### src/rtl/acfm_pkg.sv
// constants and types shared by the channel alarm and fault monitor
package acfm_pkg;
    localparam int ACFM_NCH = 8;
    localparam int ACFM_CHW = 3;
    // thresholds and saturation limits, signed 16-bit, with signed 24-bit copies for the wide compares
    localparam logic signed [15:0] ACFM_POS_MAX = 16'sh7FFF;
    localparam logic signed [15:0] ACFM_NEG_MAX = -16'sh7FFF;
    localparam logic signed [23:0] ACFM_POS_MAX_W = 24'sh007FFF;
    localparam logic signed [23:0] ACFM_NEG_MAX_W = -24'sh007FFF;
    localparam logic [15:0] ACFM_HI_RST = 16'h7FFF;
    localparam logic [15:0] ACFM_LO_RST = 16'h8001;
    localparam logic [15:0] ACFM_CFG_RST = 16'h0000;
    // open wire: loop current below this many microamps
    localparam logic [15:0] ACFM_OPEN_UA = 16'h07D0;
    // configuration word bits (zero based: bit 8 is index 7)
    localparam int ACFM_CFG_CUR = 0;
    localparam int ACFM_CFG_RPT_DIS = 7;
    localparam int ACFM_CFG_IRQ_EN = 12;
    // fault vector positions
    localparam int ACFM_NFLT = 3;
    localparam int ACFM_FLT_OVER = 0;
    localparam int ACFM_FLT_UNDER = 1;
    localparam int ACFM_FLT_OPEN = 2;
    // register map: channel register word offsets, global byte addresses; channel block stride 0x10
    localparam logic [1:0] ACFM_REG_CFG = 2'h0;
    localparam logic [1:0] ACFM_REG_HI = 2'h1;
    localparam logic [1:0] ACFM_REG_LO = 2'h2;
    localparam logic [1:0] ACFM_REG_STAT = 2'h3;
    localparam logic [7:0] ACFM_REG_GSTAT = 8'h80;
    localparam logic [7:0] ACFM_REG_GCTL = 8'h84;
    localparam logic [7:0] ACFM_REG_EXPECT = 8'h88;
    localparam logic [7:0] ACFM_EXPECT_RST = 8'h00;
    typedef enum logic [1:0] {
        ACFM_WAIT = 2'b00,
        ACFM_RUN = 2'b01,
        ACFM_HALT = 2'b10
    } acfm_state_t;
endpackage

### src/rtl/acfm_smp_if.sv
// per-channel sample carrier from the front stage to the checkers
`timescale 1ns/1ps
`default_nettype none
interface acfm_smp_if;
    logic vld;
    logic signed [15:0] value;
    logic [2:0] flt;
    logic clr;
    modport src (output vld, output value, output flt, output clr);
    modport dst (input vld, input value, input flt, input clr);
endinterface
`default_nettype wire

### src/rtl/acfm_alarm.sv
// threshold comparator for one channel
`timescale 1ns/1ps
`default_nettype none
module acfm_alarm
    import acfm_pkg::*;
(
    // clock and reset
    input wire logic i_mclk,
    input wire logic i_rst,
    // sample and settings
    acfm_smp_if.dst smp,
    input wire logic signed [15:0] i_hi,
    input wire logic signed [15:0] i_lo,
    input wire logic i_irq_en,
    // results
    output logic o_high,
    output logic o_low,
    output logic o_irq
);
    wire hi_on = (i_hi != ACFM_POS_MAX); // RULE_07
    wire lo_on = (i_lo != ACFM_NEG_MAX); // RULE_07
    wire above = hi_on && (smp.value > i_hi); // RULE_01 RULE_21
    wire below = lo_on && (smp.value < i_lo); // RULE_01 RULE_21
    // one event per entry, not per sample while beyond
    wire ev = (above && !o_high) || (below && !o_low); // RULE_02
    always_ff @(posedge i_mclk or posedge i_rst) begin
        if (i_rst) begin
            o_high <= 1'b0;
            o_low <= 1'b0;
            o_irq <= 1'b0;
        end else if (smp.clr) begin
            o_high <= 1'b0;
            o_low <= 1'b0;
            o_irq <= 1'b0;
        end else begin
            o_irq <= smp.vld && ev && i_irq_en; // RULE_04
            if (smp.vld) begin
                o_high <= above; // RULE_01
                o_low <= below; // RULE_01
            end
        end
    end
endmodule
`default_nettype wire

### src/rtl/acfm_fault.sv
// fault contact and once-per-occurrence report for one channel
`timescale 1ns/1ps
`default_nettype none
module acfm_fault
    import acfm_pkg::*;
(
    // clock and reset
    input wire logic i_mclk,
    input wire logic i_rst,
    // sample and settings
    acfm_smp_if.dst smp,
    input wire logic i_rpt_dis,
    // results
    output logic o_fault,
    output logic o_healthy,
    output logic o_report
);
    logic [ACFM_NFLT-1:0] seen;
    // a condition reports only on its rising edge
    wire [ACFM_NFLT-1:0] fresh = smp.flt & ~seen; // RULE_09
    always_ff @(posedge i_mclk or posedge i_rst) begin
        if (i_rst) begin
            seen <= '0;
            o_fault <= 1'b0;
            o_healthy <= 1'b0;
            o_report <= 1'b0;
        end else if (smp.clr) begin
            seen <= '0;
            o_fault <= 1'b0;
            o_healthy <= 1'b0;
            o_report <= 1'b0;
        end else begin
            o_report <= smp.vld && (|fresh) && !i_rpt_dis; // RULE_09
            if (smp.vld) begin
                seen <= smp.flt;
                o_fault <= |smp.flt; // RULE_10
                o_healthy <= ~(|smp.flt); // RULE_10
            end
        end
    end
endmodule
`default_nettype wire

### src/rtl/acfm_top.sv
// per-channel alarm and fault monitor with avalon-mm registers
`timescale 1ns/1ps
`default_nettype none
// Behaviour
// [RULE_01] above high or below low energizes contact
// [RULE_02] one alarm event per threshold crossing
// [RULE_03] alarms never alter reported value
// [RULE_04] alarm event interrupts when channel enables it
// [RULE_05] host refreshes channel data before handler
// [RULE_06] host keeps thresholds in range, high above low
// [RULE_07] extreme threshold disables that alarm
// [RULE_08] thresholds default to plus/minus 32767
// [RULE_09] each fault reported once per occurrence
// [RULE_10] any fault sets fault, clears healthy
// [RULE_11] scaled above 32767 saturates, flags overrange
// [RULE_12] converter above span flags overrange
// [RULE_13] scaled below -32767 saturates, flags underrange
// [RULE_14] converter below span flags underrange
// [RULE_15] current mode below 2mA flags open wire
// [RULE_16] expansion failure flags not responding
// [RULE_17] converter comm failure: interrupt, lamps off, halt
// [RULE_18] zero scaling out of range: error, halt
// [RULE_19] expander probe mismatch reports configuration error
// [RULE_20] config bit 8 disables reports, 13 enables irq
// [RULE_21] checks run per sample, signed 16-bit
module acfm_top
    import acfm_pkg::*;
#(
    parameter int NCH = ACFM_NCH
)(
    // clock and reset
    input wire logic i_mclk,
    input wire logic i_rst,
    // avalon-mm slave
    input wire logic [7:0] i_avs_address,
    input wire logic i_avs_read,
    input wire logic i_avs_write,
    input wire logic [31:0] i_avs_writedata,
    input wire logic [3:0] i_avs_byteenable,
    output logic [31:0] o_avs_readdata,
    output logic o_avs_waitrequest,
    // samples from the converter stage
    input wire logic i_smp_vld,
    input wire logic [ACFM_CHW-1:0] i_smp_chan,
    input wire logic signed [23:0] i_smp_scaled,
    input wire logic i_smp_span_hi,
    input wire logic i_smp_span_lo,
    input wire logic [15:0] i_smp_loop_ua,
    // module health events
    input wire logic i_exp_no_resp,
    input wire logic i_adc_comm_fail,
    input wire logic i_zero_vld,
    input wire logic signed [23:0] i_zero_eng,
    input wire logic i_probe_vld,
    input wire logic [1:0] i_probe_range,
    input wire logic [3:0] i_probe_count,
    // reported value
    output logic o_value_vld,
    output logic [ACFM_CHW-1:0] o_value_chan,
    output logic signed [15:0] o_value,
    // channel contacts and events
    output logic [NCH-1:0] o_high_limit_contact,
    output logic [NCH-1:0] o_low_limit_contact,
    output logic [NCH-1:0] o_fault_contact,
    output logic [NCH-1:0] o_channel_healthy_contact,
    output logic [NCH-1:0] o_alarm_irq,
    output logic [NCH-1:0] o_fault_report,
    // module level
    output logic o_fault_irq,
    output logic o_board_ok,
    output logic o_port_ok
);
    ////////////////////////////////////////////////////////////////////////
    // state and storage
    acfm_state_t state;
    acfm_state_t next_state;
    logic [15:0] cfg [NCH];
    logic [15:0] hi [NCH];
    logic [15:0] lo [NCH];
    logic [15:0] val_mem [NCH];
    logic [7:0] expect_cfg;
    logic comm_err;
    logic scale_err;
    logic cfg_err;
    logic s_vld;
    logic [ACFM_CHW-1:0] s_chan;
    logic signed [15:0] s_val;
    logic [ACFM_NFLT-1:0] s_flt;

    ////////////////////////////////////////////////////////////////////////
    // front stage: saturation and range faults
    wire run = (state == ACFM_RUN);
    wire take = i_smp_vld && run;
    wire sat_hi = (i_smp_scaled > ACFM_POS_MAX_W); // RULE_11
    wire sat_lo = (i_smp_scaled < ACFM_NEG_MAX_W); // RULE_13
    wire signed [15:0] sat_val = sat_hi ? ACFM_POS_MAX : // RULE_11
        sat_lo ? ACFM_NEG_MAX : i_smp_scaled[15:0]; // RULE_13
    wire cur_mode = cfg[i_smp_chan][ACFM_CFG_CUR];
    wire f_over = sat_hi || i_smp_span_hi; // RULE_11 RULE_12
    wire f_under = sat_lo || i_smp_span_lo; // RULE_13 RULE_14
    wire f_open = cur_mode && (i_smp_loop_ua < ACFM_OPEN_UA); // RULE_15
    wire [ACFM_NFLT-1:0] flt_vec = {f_open, f_under, f_over};

    always_ff @(posedge i_mclk or posedge i_rst) begin
        if (i_rst) begin
            s_vld <= 1'b0;
            s_chan <= '0;
            s_val <= '0;
            s_flt <= '0;
        end else begin
            s_vld <= take;
            if (take) begin
                s_chan <= i_smp_chan;
                s_val <= sat_val;
                s_flt <= flt_vec;
            end
        end
    end

    // reported value path: the comparators only read s_val
    always_ff @(posedge i_mclk or posedge i_rst) begin
        if (i_rst) begin
            o_value_vld <= 1'b0;
            o_value_chan <= '0;
            o_value <= '0;
        end else begin
            o_value_vld <= s_vld; // RULE_03
            if (s_vld) begin
                o_value_chan <= s_chan;
                o_value <= s_val; // RULE_03
            end
        end
    end

    ////////////////////////////////////////////////////////////////////////
    // per-channel checkers
    for (genvar c = 0; c < NCH; c++) begin : g_ch
        acfm_smp_if smp ();
        assign smp.vld = s_vld && (s_chan == ACFM_CHW'(c));
        assign smp.value = s_val;
        assign smp.flt = s_flt;
        // a halted module drops every contact
        assign smp.clr = (state == ACFM_HALT); // RULE_17 RULE_18
        acfm_alarm u_alarm (
            .i_mclk(i_mclk),
            .i_rst(i_rst),
            .smp(smp),
            .i_hi(hi[c]),
            .i_lo(lo[c]),
            .i_irq_en(cfg[c][ACFM_CFG_IRQ_EN]), // RULE_20
            .o_high(o_high_limit_contact[c]),
            .o_low(o_low_limit_contact[c]),
            .o_irq(o_alarm_irq[c])
        );
        acfm_fault u_fault (
            .i_mclk(i_mclk),
            .i_rst(i_rst),
            .smp(smp),
            .i_rpt_dis(cfg[c][ACFM_CFG_RPT_DIS]), // RULE_20
            .o_fault(o_fault_contact[c]),
            .o_healthy(o_channel_healthy_contact[c]),
            .o_report(o_fault_report[c])
        );
    end

    ////////////////////////////////////////////////////////////////////////
    // module state: wait for start, run, halt on fatal errors
    wire zero_bad = i_zero_vld && ((i_zero_eng > ACFM_POS_MAX_W) ||
        (i_zero_eng < ACFM_NEG_MAX_W)); // RULE_18
    wire comm_hit = i_adc_comm_fail && (state != ACFM_HALT); // RULE_17
    wire scale_hit = zero_bad && (state != ACFM_HALT); // RULE_18
    wire probe_bad = i_probe_vld &&
        ({i_probe_count, 2'b00, i_probe_range} != expect_cfg); // RULE_19

    ////////////////////////////////////////////////////////////////////////
    // register bus
    wire req = (i_avs_read || i_avs_write) && o_avs_waitrequest;
    wire wr_go = i_avs_write && !o_avs_waitrequest;
    wire lanes_ok = (i_avs_byteenable[1:0] == 2'b11);
    wire in_ch = !i_avs_address[7];
    wire [ACFM_CHW-1:0] a_ch = i_avs_address[4+ACFM_CHW-1:4];
    wire a_ch_ok = in_ch && (32'(a_ch) < NCH) &&
        (i_avs_address[1:0] == 2'b00);
    wire [1:0] a_reg = i_avs_address[3:2];
    wire start_wr = wr_go && lanes_ok && (i_avs_address == ACFM_REG_GCTL) &&
        i_avs_writedata[0];

    always_comb begin
        next_state = state;
        case (state)
            ACFM_WAIT: begin
                if (comm_hit || scale_hit) begin
                    next_state = ACFM_HALT;
                end else if (start_wr) begin
                    next_state = ACFM_RUN;
                end
            end
            ACFM_RUN: begin
                if (comm_hit || scale_hit) begin
                    next_state = ACFM_HALT; // RULE_17 RULE_18
                end
            end
            ACFM_HALT: next_state = ACFM_HALT;
            default: next_state = ACFM_WAIT;
        endcase
    end

    always_ff @(posedge i_mclk or posedge i_rst) begin
        if (i_rst) begin
            state <= ACFM_WAIT;
            comm_err <= 1'b0;
            scale_err <= 1'b0;
            cfg_err <= 1'b0;
            o_fault_irq <= 1'b0;
        end else begin
            state <= next_state;
            // message goes out before the halt takes hold
            o_fault_irq <= comm_hit || scale_hit; // RULE_17 RULE_18
            if (comm_hit) begin
                comm_err <= 1'b1; // RULE_17
            end
            if (scale_hit) begin
                scale_err <= 1'b1; // RULE_18
            end
            if (probe_bad) begin
                cfg_err <= 1'b1; // RULE_19
            end
        end
    end

    // lamps: dark while halted
    always_ff @(posedge i_mclk or posedge i_rst) begin
        if (i_rst) begin
            o_board_ok <= 1'b0;
            o_port_ok <= 1'b0;
        end else begin
            o_board_ok <= run && !cfg_err; // RULE_17 RULE_19
            o_port_ok <= run && !i_exp_no_resp; // RULE_16
        end
    end

    wire [31:0] stat_word = {13'h0, o_fault_contact[a_ch],
        o_low_limit_contact[a_ch], o_high_limit_contact[a_ch],
        val_mem[a_ch]};
    wire [31:0] gstat_word = {26'h0, i_exp_no_resp, cfg_err,
        scale_err, comm_err, (state == ACFM_HALT), run}; // RULE_16
    wire [31:0] ch_word = (a_reg == ACFM_REG_CFG) ? {16'h0000, cfg[a_ch]} :
        (a_reg == ACFM_REG_HI) ? {16'h0000, hi[a_ch]} :
        (a_reg == ACFM_REG_LO) ? {16'h0000, lo[a_ch]} : stat_word;
    wire [31:0] rd_mux = a_ch_ok ? ch_word :
        (i_avs_address == ACFM_REG_GSTAT) ? gstat_word :
        (i_avs_address == ACFM_REG_EXPECT) ? {24'h000000, expect_cfg} :
        32'h00000000;

    // answer one cycle after the request is seen
    always_ff @(posedge i_mclk or posedge i_rst) begin
        if (i_rst) begin
            o_avs_waitrequest <= 1'b1;
            o_avs_readdata <= 32'h00000000;
        end else begin
            o_avs_waitrequest <= !req;
            if (req && i_avs_read) begin
                o_avs_readdata <= rd_mux;
            end
        end
    end

    // channel register writes land only while the module is not halted
    wire cw = wr_go && lanes_ok && a_ch_ok && (state != ACFM_HALT);
    always_ff @(posedge i_mclk or posedge i_rst) begin
        if (i_rst) begin
            expect_cfg <= ACFM_EXPECT_RST;
            for (int i = 0; i < NCH; i++) begin
                cfg[i] <= ACFM_CFG_RST;
                hi[i] <= ACFM_HI_RST; // RULE_08
                lo[i] <= ACFM_LO_RST; // RULE_08
                val_mem[i] <= 16'h0000;
            end
        end else begin
            if (wr_go && lanes_ok && (i_avs_address == ACFM_REG_EXPECT)) begin
                expect_cfg <= i_avs_writedata[7:0];
            end
            if (cw && (a_reg == ACFM_REG_CFG)) begin
                cfg[a_ch] <= i_avs_writedata[15:0]; // RULE_20
            end
            // range and ordering of thresholds is the host's job
            if (cw && (a_reg == ACFM_REG_HI)) begin
                hi[a_ch] <= i_avs_writedata[15:0]; // RULE_06
            end
            if (cw && (a_reg == ACFM_REG_LO)) begin
                lo[a_ch] <= i_avs_writedata[15:0]; // RULE_06
            end
            if (s_vld) begin
                val_mem[s_chan] <= s_val; // RULE_05
            end
        end
    end
endmodule
`default_nettype wire

### config.mk
export PLATFORM = sky130hd
export DESIGN_NAME = acfm_top
export DESIGN_NICKNAME = d
export VERILOG_FILES = /design/src/rtl/acfm_pkg.sv /design/src/rtl/acfm_smp_if.sv /design/src/rtl/acfm_alarm.sv /design/src/rtl/acfm_fault.sv /design/src/rtl/acfm_top.sv
export SDC_FILE = /design/constraint.sdc
export NUM_CORES = 2
export LEC_CHECK = 0
export BUFFER_PORTS_ARGS = -buffer_cell sky130_fd_sc_hd__clkbuf_2
export CAP_MARGIN = 20
export CORE_ASPECT_RATIO = 0.8
export CORE_MARGIN = 10
export CORE_UTILIZATION = 40
export DETAILED_ROUTE_END_ITERATION = 8
export PLACE_DENSITY = 0.64
export RECOVER_POWER = 50
export SYNTH_ARGS = -nofsm -noshare
export SYNTH_HDL_FRONTEND = slang
export SYNTH_SLANG_ARGS = --single-unit
### constraint.sdc
create_clock -name i_mclk -period 26.9 [get_ports i_mclk]
set_input_delay 2.69 -clock i_mclk [delete_from_list [all_inputs] [get_ports i_mclk]]
set_output_delay 2.69 -clock i_mclk [all_outputs]
set_load 0.03 [all_outputs]
==> impl_metrics.tcl <==
set metrics [dict create \
    number_of_buffers_added_on_ports 196 \
    cts_buffer_depth 3 \
    num_vias 30200 \
    power-per-cell-area_nw_per_um2 54.9 \
    worst-path-max-fanout 139 \
    routed_wl_mm 141 \
    floorplan.io_pins 232 \
    fmax_ghz 0.0754 \
    number_of_sinks_on_the_clock_net 663 \
    synthesis_to_layout_area_growth_pct 11.4 \
    die_area_um2 108000 \
    grt_max_degree 140 \
    min_path_type "flip-flop to flip-flop" \
    synthTopCellsByCount "sky130_fd_sc_hd__dfrtp_1 (526), sky130_fd_sc_hd__mux2_2 (513), sky130_fd_sc_hd__nand2_1 (394)" \
    ys_seq_area_share_pct 44.1 \
    cts_tree "done" \
    cts_post_setup_buffers_inserted 0 \
    hpwl_mm 96.4 \
    cts_resized 0 \
    criticalPathCategory "primary input to asynchronous set/reset pin" \
    drive_gt1_share_pct 27.9 \
    drcViolationCount 0 \
    preCtsSetupSlack_ps 20510 \
    most_repeated_cell_in_the_gate_level_netlist_after_synthesis "sky130_fd_sc_hd__dfrtp_1" \
    first_global_vias 29400 \
    run_status "finished with violations" \
    clkLatencyLatePin_ps 660 \
    timing.critical_path.to_type "asynchronous set/reset pin" \
    report.final.setup_viol 0 \
    final.setup.worst_slack_ps 13640 \
    cp_common_cell "sky130_fd_sc_hd__buf_4" \
    asyncSetResetFlopFracSynth_pct 100 \
    power.static_leakage_uw 0.0199 \
    slew_margin_rel_pct -386 \
    finalHoldViolCount 0 \
    placementRows 100 \
    post-synth-top-area-fraction_pct 34.7 \
    avgRoutedWirePerCell_um 28.6 \
    drt-pass1-iter-count 6 \
    die_h_um 296 \
    cpMaxStageDelayCell "sky130_fd_sc_hd__clkbuf_1" \
    grt_antenna_before_repair 8 \
    synthFlopType "sky130_fd_sc_hd__dfrtp_1" \
    synth_cell_type_count 82 \
    fin_setup_tns_ps 0 \
    grtUsageTotal_pct 25.8 \
    ys_top_cells_by_area "sky130_fd_sc_hd__dfrtp_1 (35%), sky130_fd_sc_hd__mux2_2 (15%), sky130_fd_sc_hd__dfstp_2 (9.5%)" \
    synth_enable_flop_cells 0 \
    post_synthesis_register_bit_count 663 \
    violations "capacitance limit, slew limit" \
    start_util_pct 40.6 \
    path_cells "clkbuf_2 > clkinvlp_2 > clkbuf_1 > buf_4 > buf_4" \
    clock_skew_ps 57.8 \
    cap_violations 12 \
    routability_congestion_estimate 0.975 \
    h-tree-depth 3 \
    cts_made_buffers 76 \
    tightest_slew_ps 7290 \
    antenna_left 0 \
    final_nets 4028 \
    grt.overflow.total 0 \
    first_pass_grt_wire_length_mm 205 \
    fp.coreArea_um2 93600 \
    finalMaxSlewViolations 592 \
    avgViaCountPerCell 6.12 \
    clk_transition_reported_paths_ps 60 \
    die_w_um 364 \
    startpoint_type "primary input" \
    postSynthAreaPerCell_um2 10.7 \
    arrival_time_at_the_worst_endpoint_ps 13860 \
    final.period_utilization_pct 49.3 \
    mappedNetlistArea_um2 38000 \
    number_of_synthesis_warnings 0 \
    clockRootBuffer "sky130_fd_sc_hd__clkbuf_16" \
    worst_ep_required_time_ps 27500 \
    1st_iter_drt_viols 3583 \
    rsz_0062_raised_after_global_routing "false" \
    cts.hold.buffers_added 0 \
    leading_area_contributor_after_synthesis "sky130_fd_sc_hd__dfrtp_1" \
    cp_slowest_stage_delay_ps 5310 \
    final.hold.worst_slack_ps 464 \
    power.ir.vdd_worst_v 0.0000393 \
    period_minus_slack_ps 13260 \
    synthCells 3554 \
]
[state kept, by name, indices dropped and copies added (netlist names), 16 cells and up]
register / flops
val_mem: 128
lo: 128
hi: 128
o_avs_readdata: 19
o_value: 16
g_ch.smp.value: 16
g_ch.u_fault.seen: 24
cfg: 128
[routing by layer]
layer	routed length (um)	global-route usage, %	vias up
met3	18200	9.05	323
met2	58100	36.9	1673
met1	58900	35.7	15300
li1	-	-	12900
met5	40	0	-
met4	6030	9.10	6
[cell families after synthesis]
kind of cell	count (synthesis)	share of synthesized area, %
AO/OA/AOI/OAI	596	10.8
other	1	0.00988
flip-flops	663	44.1
AND/OR/NAND/NOR	869	11.4
XOR/XNOR	6	0.138
adder cells (fa/ha/maj)	252	8.30
buffers and inverters	560	6.47
multiplexers	607	18.7
[stage by stage]
step           total power, uW  instance area [um2]  instances  util [%]
2_1_floorplan             1140                38000       3566         -
3_3_place_gp              1220                39800       4792      42.5
3_5_place_dp              1220                39800       4792      42.5
4_1_cts                   2330                42500       4932      45.4
5_1_grt                   2380                42300       4934      45.2
6_report                  2320                42300       4936      45.2
[layout make-up]
class                           count  area (um2)
Sequential cell                   663       16800
Inverter                          292        1100
Clock buffer                       99        2150
Clock inverter                     41         566
Timing Repair Buffer              272        1390
Multi-Input combinational cell   2343       18800
Antenna cell                        2        5.00
Fill cell                        8877       51300
Tap cell                         1224        1530
[cells in the final DEF, fill, tap and decap left out, types with 24 or more instances in the layout]
| cell | instances |
|---|---|
| sky130_fd_sc_hd__dfrtp_1 | 526 |
| sky130_fd_sc_hd__mux2_2 | 513 |
| sky130_fd_sc_hd__nand2_1 | 394 |
| sky130_fd_sc_hd__inv_1 | 288 |
| sky130_fd_sc_hd__ha_1 | 251 |
| sky130_fd_sc_hd__a21oi_1 | 157 |
| sky130_fd_sc_hd__dfstp_2 | 137 |
| sky130_fd_sc_hd__clkbuf_1 | 121 |
| sky130_fd_sc_hd__nor2_1 | 106 |
| sky130_fd_sc_hd__o21ai_0 | 102 |
| sky130_fd_sc_hd__clkbuf_2 | 98 |
| sky130_fd_sc_hd__nand4_1 | 84 |
| sky130_fd_sc_hd__clkbuf_16 | 77 |
| sky130_fd_sc_hd__a221oi_1 | 65 |
| sky130_fd_sc_hd__mux2i_1 | 62 |
| sky130_fd_sc_hd__buf_4 | 59 |
| sky130_fd_sc_hd__nor4_1 | 53 |
| sky130_fd_sc_hd__nand3_1 | 34 |
| sky130_fd_sc_hd__a21o_1 | 33 |
| sky130_fd_sc_hd__mux4_2 | 32 |
| sky130_fd_sc_hd__a22oi_1 | 32 |
| sky130_fd_sc_hd__nor2b_1 | 26 |
| sky130_fd_sc_hd__nor3_1 | 25 |
| sky130_fd_sc_hd__a211oi_1 | 25 |
| sky130_fd_sc_hd__o31ai_1 | 24 |
[power by group]
| part | total [uW] | internal, uW | switching (uW) |
|---|---|---|---|
| combinational | 189 | 44.7 | 144 |
| clock | 1120 | 652 | 467 |
| sequential | 1010 | 1010 | 7.96 |
| total | 2320 | 1700 | 619 |
[worst max-delay path, delay by kind of cell]
family,cells,cell delay [ps]
buf+inv,5,10880
[final timing paths]
kind	slack [ps]	to	startpoint	cells past startpoint
worst max-delay path	13640	lo[45]$_DFFE_PP0P_	i_rst	5
worst min-delay path	460	o_board_ok$_DFF_PP0_	cfg_err$_DFFE_PP0P_	1
worst max register to register	22310	g_ch[0].u_alarm.o_irq$_DFF_PP0_	g_ch[0].smp.value[11]$_DFFE_PP0P_	8
worst min register to register	460	o_board_ok$_DFF_PP0_	cfg_err$_DFFE_PP0P_	1
max in group i_mclk	20910	cfg[90]$_DFFE_PP0P_	i_avs_address[1]	6
min in group asynchronous	3930	g_ch[0].smp.flt[1]$_DFFE_PP0P_	i_rst	2
Power figures use the tool's default switching activity.
